[config.mk]
export PLATFORM = sky130hd
export DESIGN_NAME = fppc_top
export DESIGN_NICKNAME = d
export VERILOG_FILES = /design/src/design/fppc_pkg.sv /design/src/design/fppc_top.sv
export SDC_FILE = /design/constraint.sdc
export NUM_CORES = 1
export LEC_CHECK = 0
export ABC_AREA = 0
export BUFFER_PORTS_ARGS = -buffer_cell sky130_fd_sc_hd__buf_2
export CELL_PAD_IN_SITES_DETAIL_PLACEMENT = 1
export CELL_PAD_IN_SITES_GLOBAL_PLACEMENT = 2
export CORE_ASPECT_RATIO = 1.4
export CORE_MARGIN = 3
export CORE_UTILIZATION = 35
export CTS_CLUSTER_SIZE = 30
export DETAILED_ROUTE_END_ITERATION = 16
export PLACE_DENSITY = 0.82
export SLEW_MARGIN = 20
export SYNTH_ARGS = -nofsm -noshare
export SYNTH_HDL_FRONTEND = slang
export SYNTH_SLANG_ARGS = --single-unit
[constraint.sdc]
create_clock -name pclk -period 5.77 [get_ports pclk]
set_input_delay 1.154 -clock pclk [delete_from_list [all_inputs] [get_ports pclk]]
set_output_delay 1.154 -clock pclk [all_outputs]
set_load 0.01 [all_outputs]
[src/design/fppc_pkg.sv]
// package: register map, field layout and timing for the flash program/protect controller
package fppc_pkg;
	// register byte offsets
	localparam logic [7:0] CTRL_OFS    = 8'h00;
	localparam logic [7:0] PROTECT_OFS = 8'h04;
	localparam logic [7:0] TARGET_OFS  = 8'h08;
	localparam logic [7:0] STATUS_OFS  = 8'h0C;
	// control fields
	localparam int CTRL_PROG_BIT  = 0;
	localparam int CTRL_ERASE_BIT = 1;
	localparam int CTRL_MASS_BIT  = 2;
	localparam int CTRL_HV_BIT    = 3;
	// status fields
	localparam int STAT_READY_BIT   = 0;
	localparam int STAT_REFUSED_BIT = 1;
	localparam int STAT_TST_BIT     = 2;
	localparam int STAT_MONITOR_BIT = 3;
	// reset values and the all-open protect value
	localparam logic [7:0]  PROTECT_RST = 8'hFF;
	localparam logic [7:0]  PROTECT_ALL_OPEN = 8'hFF;
	localparam logic [15:0] TARGET_RST  = 16'h0000;
	// timing
	localparam int CLK_MHZ         = 20;
	localparam int PROG_TIME_NS    = 30000;
	localparam int NVH_TIME_NS     = 5000;
	localparam int RCV_TIME_NS     = 1000;
	localparam int RCV_CYCLES      = (RCV_TIME_NS * CLK_MHZ + 999) / 1000;
	localparam int CAPTURE_DELAY   = 3;

	typedef struct packed {
		logic hv;
		logic mass;
		logic erase;
		logic prog;
	} fppc_ctrl_t;
endpackage

[src/design/fppc_top.sv]
// flash program/protect controller: APB register slave, protection checks, read recovery
//
// Implementation choices: the placing of the registers and the APB interface to the registers.
`timescale 1ns/1ps
module fppc_top #(
	parameter int ADDR_W = 16,
	parameter int BPR_W  = 8
) (
	// clock, reset, enable
	input  wire logic        pclk,
	input  wire logic        presetn,
	input  wire logic        clk_en,
	// apb slave
	input  wire logic        psel,
	input  wire logic        penable,
	input  wire logic        pwrite,
	input  wire logic [7:0]  paddr,
	input  wire logic [31:0] pwdata,
	output logic      [31:0] prdata,
	output logic             pready,
	output logic             pslverr,
	// test high voltage detect pin
	input  wire logic        test_high_voltage,
	// flash array controls
	output logic             program_enable_bit,
	output logic             erase_enable_bit,
	output logic             mass_erase_bit,
	output logic             high_voltage_enable_bit,
	output logic             array_read_ready,
	output logic             monitor_mode_select
);

	if (ADDR_W != 16 || BPR_W != 8) begin : g_param_check
		$error("fppc_top: only a 16-bit space with an 8-bit protect value is supported");
	end

	// ----------------------------------------------------------------
	// helpers
	// ----------------------------------------------------------------
	function automatic logic [15:0] region_start(input logic [7:0] bpr);
		region_start = {bpr, 8'h00};
	endfunction

	function automatic logic is_protected(input logic [7:0] bpr, input logic [15:0] addr);
		// all ones means nothing is locked; anything else locks start..top
		is_protected = (bpr != fppc_pkg::PROTECT_ALL_OPEN) && (addr >= region_start(bpr));
	endfunction

	// ----------------------------------------------------------------
	// state
	// ----------------------------------------------------------------
	fppc_pkg::fppc_ctrl_t ctrl_reg, ctrl_next;
	logic [7:0]  protect_reg, protect_next;
	logic [15:0] target_reg, target_next;
	logic        refused_reg, refused_next;
	logic [4:0]  rcv_cnt_reg, rcv_cnt_next;
	logic        ready_reg, ready_next;
	logic        tst_meta_reg, tst_sync_reg;
	logic [1:0]  cap_cnt_reg, cap_cnt_next;
	logic        monitor_reg, monitor_next;
	logic [31:0] prdata_reg, prdata_next;
	logic        pready_reg, pready_next;
	logic        pslverr_reg, pslverr_next;

	logic        wr_fire;
	logic        rd_fire;
	logic        hv_deny;
	logic        mapped;
	fppc_pkg::fppc_ctrl_t wr_ctrl;

	// ----------------------------------------------------------------
	// next-state logic
	// ----------------------------------------------------------------
	always_comb begin
		ctrl_next    = ctrl_reg;
		protect_next = protect_reg;
		target_next  = target_reg;
		refused_next = refused_reg;
		rcv_cnt_next = rcv_cnt_reg;
		ready_next   = ready_reg;
		cap_cnt_next = cap_cnt_reg;
		monitor_next = monitor_reg;
		prdata_next  = prdata_reg;
		pready_next  = 1'b0;
		pslverr_next = 1'b0;
		wr_ctrl      = fppc_pkg::fppc_ctrl_t'(pwdata[3:0]);
		hv_deny      = 1'b0;

		mapped = 1'b0;
		if (paddr == fppc_pkg::CTRL_OFS) begin
			mapped = 1'b1;
		end else if (paddr == fppc_pkg::PROTECT_OFS) begin
			mapped = 1'b1;
		end else if (paddr == fppc_pkg::TARGET_OFS) begin
			mapped = 1'b1;
		end else if (paddr == fppc_pkg::STATUS_OFS) begin
			mapped = 1'b1;
		end

		// one wait state so every answer leaves a flip-flop
		rd_fire = psel && penable && !pready_reg;
		wr_fire = psel && penable && pready_reg && pwrite;
		if (rd_fire) begin
			pready_next  = 1'b1;
			pslverr_next = !mapped;
			prdata_next  = 32'h0000_0000;
			if (paddr == fppc_pkg::CTRL_OFS) begin
				prdata_next[3:0] = ctrl_reg;
			end else if (paddr == fppc_pkg::PROTECT_OFS) begin
				prdata_next[7:0] = protect_reg;
			end else if (paddr == fppc_pkg::TARGET_OFS) begin
				prdata_next[15:0] = target_reg;
			end else if (paddr == fppc_pkg::STATUS_OFS) begin
				prdata_next[fppc_pkg::STAT_READY_BIT]   = ready_reg;
				prdata_next[fppc_pkg::STAT_REFUSED_BIT] = refused_reg;
				prdata_next[fppc_pkg::STAT_TST_BIT]     = tst_sync_reg;
				prdata_next[fppc_pkg::STAT_MONITOR_BIT] = monitor_reg;
			end
		end

		// protection check on the value being written
		if (wr_ctrl.hv && !ctrl_reg.hv) begin
			if (wr_ctrl.erase && wr_ctrl.mass && protect_reg != fppc_pkg::PROTECT_ALL_OPEN)
				hv_deny = 1'b1;
			else if ((wr_ctrl.prog || wr_ctrl.erase) && is_protected(protect_reg, target_reg))
				hv_deny = 1'b1;
		end

		if (wr_fire) begin
			if (paddr == fppc_pkg::CTRL_OFS) begin
				ctrl_next = wr_ctrl;
				if (hv_deny) begin
					ctrl_next.hv   = 1'b0;
					refused_next   = 1'b1;
				end
			end else if (paddr == fppc_pkg::PROTECT_OFS) begin
				// locked value moves only with the test voltage present
				if (tst_sync_reg)
					protect_next = pwdata[7:0];
				else
					refused_next = 1'b1;
			end else if (paddr == fppc_pkg::TARGET_OFS) begin
				target_next = pwdata[15:0];
			end else if (paddr == fppc_pkg::STATUS_OFS) begin
				// write one clears; a refusal in the same cycle wins
				if (pwdata[fppc_pkg::STAT_REFUSED_BIT])
					refused_next = 1'b0;
			end
		end
		if (wr_fire && hv_deny && paddr == fppc_pkg::CTRL_OFS)
			refused_next = 1'b1;
		if (wr_fire && !tst_sync_reg && paddr == fppc_pkg::PROTECT_OFS)
			refused_next = 1'b1;

		// read recovery after high voltage falls
		// reload on the clearing edge too, so the full count runs after hv falls
		if (ctrl_next.hv || ctrl_reg.hv) begin
			ready_next   = 1'b0;
			rcv_cnt_next = 5'(fppc_pkg::RCV_CYCLES);
		end else if (rcv_cnt_reg != 5'h00) begin
			rcv_cnt_next = rcv_cnt_reg - 5'h01;
			ready_next   = (rcv_cnt_reg == 5'h01);
		end

		// strap the test voltage once after reset release
		if (cap_cnt_reg != 2'(fppc_pkg::CAPTURE_DELAY)) begin
			cap_cnt_next = cap_cnt_reg + 2'h1;
			if (cap_cnt_reg == 2'(fppc_pkg::CAPTURE_DELAY - 1))
				monitor_next = tst_sync_reg;
		end
	end

	// ----------------------------------------------------------------
	// registers
	// ----------------------------------------------------------------
	always_ff @(posedge pclk or negedge presetn) begin
		if (!presetn) begin
			ctrl_reg     <= '0;
			protect_reg  <= fppc_pkg::PROTECT_RST;
			target_reg   <= fppc_pkg::TARGET_RST;
			refused_reg  <= 1'b0;
			rcv_cnt_reg  <= 5'h00;
			ready_reg    <= 1'b1;
			tst_meta_reg <= 1'b0;
			tst_sync_reg <= 1'b0;
			cap_cnt_reg  <= 2'h0;
			monitor_reg  <= 1'b0;
			prdata_reg   <= 32'h0000_0000;
			pready_reg   <= 1'b0;
			pslverr_reg  <= 1'b0;
		end else if (clk_en) begin
			ctrl_reg     <= ctrl_next;
			protect_reg  <= protect_next;
			target_reg   <= target_next;
			refused_reg  <= refused_next;
			rcv_cnt_reg  <= rcv_cnt_next;
			ready_reg    <= ready_next;
			tst_meta_reg <= test_high_voltage;
			tst_sync_reg <= tst_meta_reg;
			cap_cnt_reg  <= cap_cnt_next;
			monitor_reg  <= monitor_next;
			prdata_reg   <= prdata_next;
			pready_reg   <= pready_next;
			pslverr_reg  <= pslverr_next;
		end
	end

	assign prdata                  = prdata_reg;
	assign pready                  = pready_reg;
	assign pslverr                 = pslverr_reg;
	assign program_enable_bit      = ctrl_reg.prog;
	assign erase_enable_bit        = ctrl_reg.erase;
	assign mass_erase_bit          = ctrl_reg.mass;
	assign high_voltage_enable_bit = ctrl_reg.hv;
	assign array_read_ready        = ready_reg;
	assign monitor_mode_select     = monitor_reg;

endmodule

==> results of run 1 <==
area by class of cell:
type                            count  area share (%)
Clock buffer                       13            7.34
Clock inverter                      3           0.424
Inverter                           14            1.48
Multi-Input combinational cell    178            38.0
Sequential cell                    58            41.3
Tap cell                          102            3.60
Timing Repair Buffer               55            7.84
routing by layer:
| layer | wire, um | vias up | GRT usage (%) |
|---|---|---|---|
| met1 | 2750 | 1098 | 17.9 |
| met2 | 4070 | 53 | 28.7 |
| met4 | 151 | 0 | 6.97 |
| met5 | 0 | - | 0 |
| met3 | 363 | 12 | 4.66 |
| li1 | - | 1003 | - |
placed cells by master (no fill, tap or decap), drive strengths merged, types with 8 or more instances in the layout:
cell | Yosys | layout
ha | 13 | 13
dfstp | 9 | 9
nor2 | 17 | 17
buf | 19 | 55
mux2 | 31 | 31
conb | 1 | 16
nand2 | 24 | 24
dfrtp | 49 | 49
clkbuf | 4 | 13
nand3 | 8 | 8
inv | 14 | 14
o21ai | 12 | 12
power breakdown:
part | total, W | internal, W | switching, W
Clock | 0.000490 | 0.000311 | 0.000179
Combinational | 0.000161 | 0.0000727 | 0.0000888
Sequential | 0.000481 | 0.000445 | 0.0000356
Total | 0.00113 | 0.000829 | 0.000303
critical path: cells and delay by family:
kind / cells / cell delay [ps]
buf+inv: 1 / 100
simple gates: 4 / 1240
mux: 1 / 490
through the flow:
stage                     cells  power [W]  cell area [um2]  setup slack [ps]
after floorplan             273   0.000594             3010              3140
after global placement      407   0.000641             3270              2620
after CTS                   423    0.00115             3540              2920
final                       423    0.00113             3540              2980
after global routing        423    0.00119             3540              2800
after detailed placement    407   0.000651             3270              2580
worst paths after layout:
kind                                     start              to  slack, ps  cells after the start
min in group asynchronous              presetn      prdata[12]        980                      2
worst min-delay path                 prdata[9]       prdata[9]        470                      2
worst max register to register  protect_reg[7]  rcv_cnt_reg[0]       3170                      9
worst max-delay path                  paddr[5]  target_reg[14]       2980                      6
max in group asynchronous              presetn  mass_erase_bit       4290                      2
worst min register to register       prdata[9]       prdata[9]        470                      2
cells by family (layout without fill, tap and decap cells):
logic type	count (synthesis)	after routing
fa+ha+maj	13	13
xor+xnor	1	1
flops	58	58
buf+inv	37	85
simple gates	73	73
compound gates	40	40
mux	35	35
other cells	1	16
==> qor.txt, run 1 <==
First-pass DRT Iterations: 4
layout cells sized above 1: 36.1%
Gate Count Post-Synth: 258
final core occ: 43.2%
first-pass GRT wire length: 11.9 mm
placement row count: 39
Hold Vio Cnt, Final: 0
routability congestion estimate: 0.775
crit end category: register
RSZ-0062 raised after global routing: no
xor/xnor share of the synthesized area: 0.296%
complex-gate fraction of the synthesized area: 10.4%
post-synthesis sequential area ratio: 49.5%
ANT nets after route: 0
Setup-failing EPs final: 0
largest area contributor in the netlist: dfrtp_1
num ports: 87
IO buf count: 54
DRC viols: 0
Reg area: 1460 um2
CTS Sinks: 58
mux contribution to synthesized area: 14.9%
Core Region: 8200 um2
clock skew: 7.38 ps
largest family of logic cells by synthesized area: multiplexers
register bit total from synthesis: 58
Synth Area in Adders: 5.50%
CTS tree: yes
Clock Tree Buf Depth: 2
leakage dissipation: 1.71 nW
Crit-path slowest cell: nand2_1
Detailed Route WL: 7.33 mm
setup TNS: 0 ps
GRT Resource Usage Total: 16.1%
VDD IR max: 0.161 mV
worst-skew pair later-pin latency: 330 ps
n_diodes: 0
post-synth cell types: 46
main flop type after synthesis: dfrtp_1
Commonest cells post-synth: dfrtp_1 (49), mux2_2 (26), nand2_1 (24)
vias in the first global route: 2294
critical path data arrival time: 2990 ps
vias post-DR: 2166
hold_ws: 467 ps
highest clock rate: 358 MHz
grt total ovfl: 0
top-count cell post-synth: dfrtp_1
Gates resized, CTS repair: 0
Final Cycle Share: 48.4%
max_cap viols: 0
top post-synthesis cells by area: dfrtp_1 (41%), mux2_2 (9.9%), dfstp_2 (8.0%), ha_1 (5.5%), buf_4 (4.1%)
drt first-iter violations: 61
number of fill cells: 944
largest net degree at the start of global routing: 59
Die Footprint: 9600 um2
Final min period: 2790 ps
Slew Viols, Final: 0
initial antenna violation count: 0
Critical Path Source Type: input port
Post-synth ARST share: 100%
mean post-synth cell area: 11.5 um2
Power Dens Cells: 320 nW/um2
total CTS buffers: 9
vias per cell: 5.12
multi-input logic area: 1350 um2
Final nets: 376
worst slew pin tran: 863 ps
Slew headroom: 42.2%
Initial Utilization: 36.1%
CTS H-tree lvls: 3
CP peak stage delay: 550 ps
outcome: complete, no violations
share of the synthesized area in the top cell type: 41.5%
clock root buffer master: clkbuf_16
Die Height: 115 um
Req. time, crit path: 5970 ps
postcts setup bufs: 0
Post-Synth Simple-Gate Area: 12.5%
critical path class: input port to register
Hold Crit Class: register to register
CTS clk-pin slew, worst paths: 50 ps
Die X: 83.7 um
Area Overhead vs Synth: 19.8%
number of synthesized flops with an enable pin: 0
Synth Cell Area: 2960 um2
hold buffer count at CTS: 0
HPWL after detailed placement: 5.39 mm
CP Cell Sequence: buf_2 -> nor2_1 -> nand3_2 -> nor3b_2 -> nand2_1 -> mux2_1
critical path fanouts, max: 16
mean routed wirelength per cell: 17.3 um
YS warnings: 0
No activity file was read; power rests on OpenSTA's default activity.
==> run 2: changes to the inputs <==
CORE_UTILIZATION = 32   (was 35)
PLACE_DENSITY = 0.75   (was 0.82)
clock period = 2.77 ns   (was 5.77 ns; I/O delays follow)
==> run 2 against run 1 <==
  * Critical path type is now register to register
  * Sequential power rose by 110%
  * Register-to-register slack lost 3000 ps
  * Sequential share of layout area fell by 1.1 points
  * First-iteration DRC count down 21%
  * Combinational power up 110%
  * Flip-flop and latch count unchanged
  * Clock power up 130%
  * Count of clock-buffer cells in the layout stayed put
  * Utilization fell by 1.9 points
==> qor.txt, run 2 (synthesis gave the netlist of run 1 again) <==
setup TNS: 0 ps (unchanged)
crit end category: register (unchanged)
Final Power: 0.00247 W (was 0.00113 W)
DRC viols: 0 (unchanged)
Hold Crit Class: input port to asynchronous set/reset pin (was register to register)
Power Dens Cells: 678 nW/um2 (was 320 nW/um2)
Critical Path Source Type: register (was input port)
Crit path max-delay family: compound AO/OA/AOI/OAI gates (was simple AND/OR/NAND/NOR gates)
Crit-path slowest cell: dfstp_2 (was nand2_1)
clock root buffer master: clkbuf_16 (unchanged)
worst-skew pair later-pin latency: 330 ps (about the same)
commonest non-fill, non-tap cell in the layout: buf_2 (unchanged)
sw frac: 25.4% (was 26.8%)
leakage dissipation: 1.76 nW (was 1.71 nW)
critical path data arrival time: 2780 ps (was 2990 ps)
largest net degree at the start of global routing: 23 (was 59)
worst slew pin tran: 758 ps (was 863 ps)
Reg area: 1460 um2 (unchanged)
Hold Vio Cnt, Final: 0 (unchanged)
IO buf count: 54 (unchanged)
grt total ovfl: 0 (unchanged)
Slew headroom: 49.3% (was 42.2%)
HPWL after detailed placement: 5.55 mm (was 5.39 mm)
Core Region: 8810 um2 (was 8200 um2)
CTS Sinks: 58 (unchanged)
routability congestion estimate: 0.806 (was 0.775)
Setup-failing EPs final: 0 (unchanged)
Die Footprint: 10400 um2 (was 9600 um2)
Area Overhead vs Synth: 23.0% (was 19.8%)
critical path fanouts, max: 5 (was 16)
critical path class: register to register (was input port to register)
n_diodes: 0 (unchanged)
highest clock rate: 389 MHz
Die X: 87.2 um (was 83.7 um)
Clock Tree Buf Depth: 2 (unchanged)
sequential share of power: 40.7% (was 42.5%)
Initial Utilization: 33.6% (was 36.1%)
multi-input logic area: 1350 um2 (unchanged)
clock skew: 9.61 ps (was 7.38 ps)
CP Cell Sequence: inv_1 -> ha_1 -> a221o_1 -> a31oi_1 -> nor3_1 -> a211oi_4 -> a21o_2 -> nor2_2 -> mux2_2 (was buf_2 -> nor2_1 -> nand3_2 -> nor3b_2 -> nand2_1 -> mux2_1)
clock share of power: 45.8% (was 43.3%)
commonest non-fill, non-tap cells in the layout: buf_2 (54), dfrtp_1 (49), mux2_2 (26) (unchanged)
postcts setup bufs: 0 (unchanged)
GRT Resource Usage Total: 14.6% (was 16.1%)
Final nets: 384 (was 376)
Die Height: 120 um (was 115 um)
Gates resized, CTS repair: 0 (unchanged)
internal power: 0.00184 W (was 0.000829 W)
CTS tree: yes (unchanged)
hold buffer count at CTS: 0 (unchanged)
RSZ-0062 raised after global routing: no (unchanged)
Detailed Route WL: 7.20 mm (was 7.33 mm)
ANT nets after route: 0 (unchanged)
Critical path buffers and inverters: 1 (unchanged)
placement row count: 40 (was 39)
Req. time, crit path: 2980 ps (was 5970 ps)
number of fill cells: 994 (was 944)
logic gate share of total power: 13.5% (was 14.3%)
outcome: complete, no violations (unchanged)
initial antenna violation count: 0 (unchanged)
CTS clk-pin slew, worst paths: 50 ps (about the same)
mean routed wirelength per cell: 16.6 um (was 17.3 um)
drt first-iter violations: 48 (was 61)
layout cells sized above 1: 37.8% (was 36.1%)
vias in the first global route: 2227 (was 2294)
CP peak stage delay: 550 ps (about the same)
vias post-DR: 2143 (was 2166)
VDD IR max: 0.335 mV (was 0.161 mV)
total CTS buffers: 9 (unchanged)
Final Cycle Share: 92.7%
vias per cell: 4.95 (was 5.12)
num ports: 87 (unchanged)
Slew Viols, Final: 0 (unchanged)
first-pass GRT wire length: 11.5 mm (was 11.9 mm)
hold_ws: 139 ps (was 467 ps)
First-pass DRT Iterations: 4 (unchanged)
max_cap viols: 0 (unchanged)
Psw: 0.000625 W (was 0.000303 W)
CTS H-tree lvls: 3 (unchanged)
Final min period: 2570 ps
[run 2: cell count changes in the layout (fill, tap and decap cells not counted)]
cell / delta
clkbuf_8: +1
bufinv_16: +1
clkinv_2: -2
clkbuf_1: -1
buf_4: +8
[run 2: final timing paths]
kind	start	endpoint	slack, ps	cells past startpoint
max in group asynchronous	presetn	protect_reg[1]	1960	2
hold / removal	presetn	rcv_cnt_reg[4]	140	1
setup reg to reg	protect_reg[7]	rcv_cnt_reg[0]	200	9
setup / recovery	protect_reg[7]	rcv_cnt_reg[0]	200	9
min in group pclk	pwdata[13]	target_reg[13]	440	2
hold reg to reg	prdata[11]	prdata[11]	470	2
[run 2: power by group through the flow]
stage / sequential [W] / combinational, W / clock [W]
4_1_cts: 0.00100 / 0.000342 / 0.00116
3_3_place_gp: 0.00101 / 0.000329 / 0
3_5_place_dp: 0.00102 / 0.000342 / 0
6_report: 0.00101 / 0.000333 / 0.00113
5_1_grt: 0.00101 / 0.000385 / 0.00120
2_1_floorplan: 0.00101 / 0.000229 / 0
[run 2: layer usage]
metal  GRT usage [%]  vias to the layer above  routed length (um)
met5               0                        -                   0
met4            6.24                        0                 159
met3            4.40                       15                 361
met2            23.5                       50                3560
met1            18.0                     1060                3120
li1                -                     1018                   -
[run 2: final cells by class]
cell class / instances / area share (%)
Clock buffer: 13 / 7.43
Multi-Input combinational cell: 178 / 37.0
Inverter: 14 / 1.44
Tap cell: 105 / 3.61
Sequential cell: 58 / 40.2
Clock inverter: 2 / 0.963
Timing Repair Buffer: 63 / 9.29
[run 2: worst register-to-register path: stages, from the launching register on]
cell	delay (ps)
dfstp_2	550
inv_1	50
ha_1	320
a221o_1	360
a31oi_1	170
nor3_1	100
a211oi_4	330
a21o_2	240
nor2_2	70
mux2_2	280
[run 2: through the flow]
stage	area, um2	cells	utilization [%]	worst slack [ps]
after floorplan	3010	273	-	454
after global placement	3330	418	37.8	222
after detailed placement	3330	418	37.8	182
after CTS	3640	433	41.3	166
after global routing	3640	433	41.3	107
final	3640	433	41.3	201
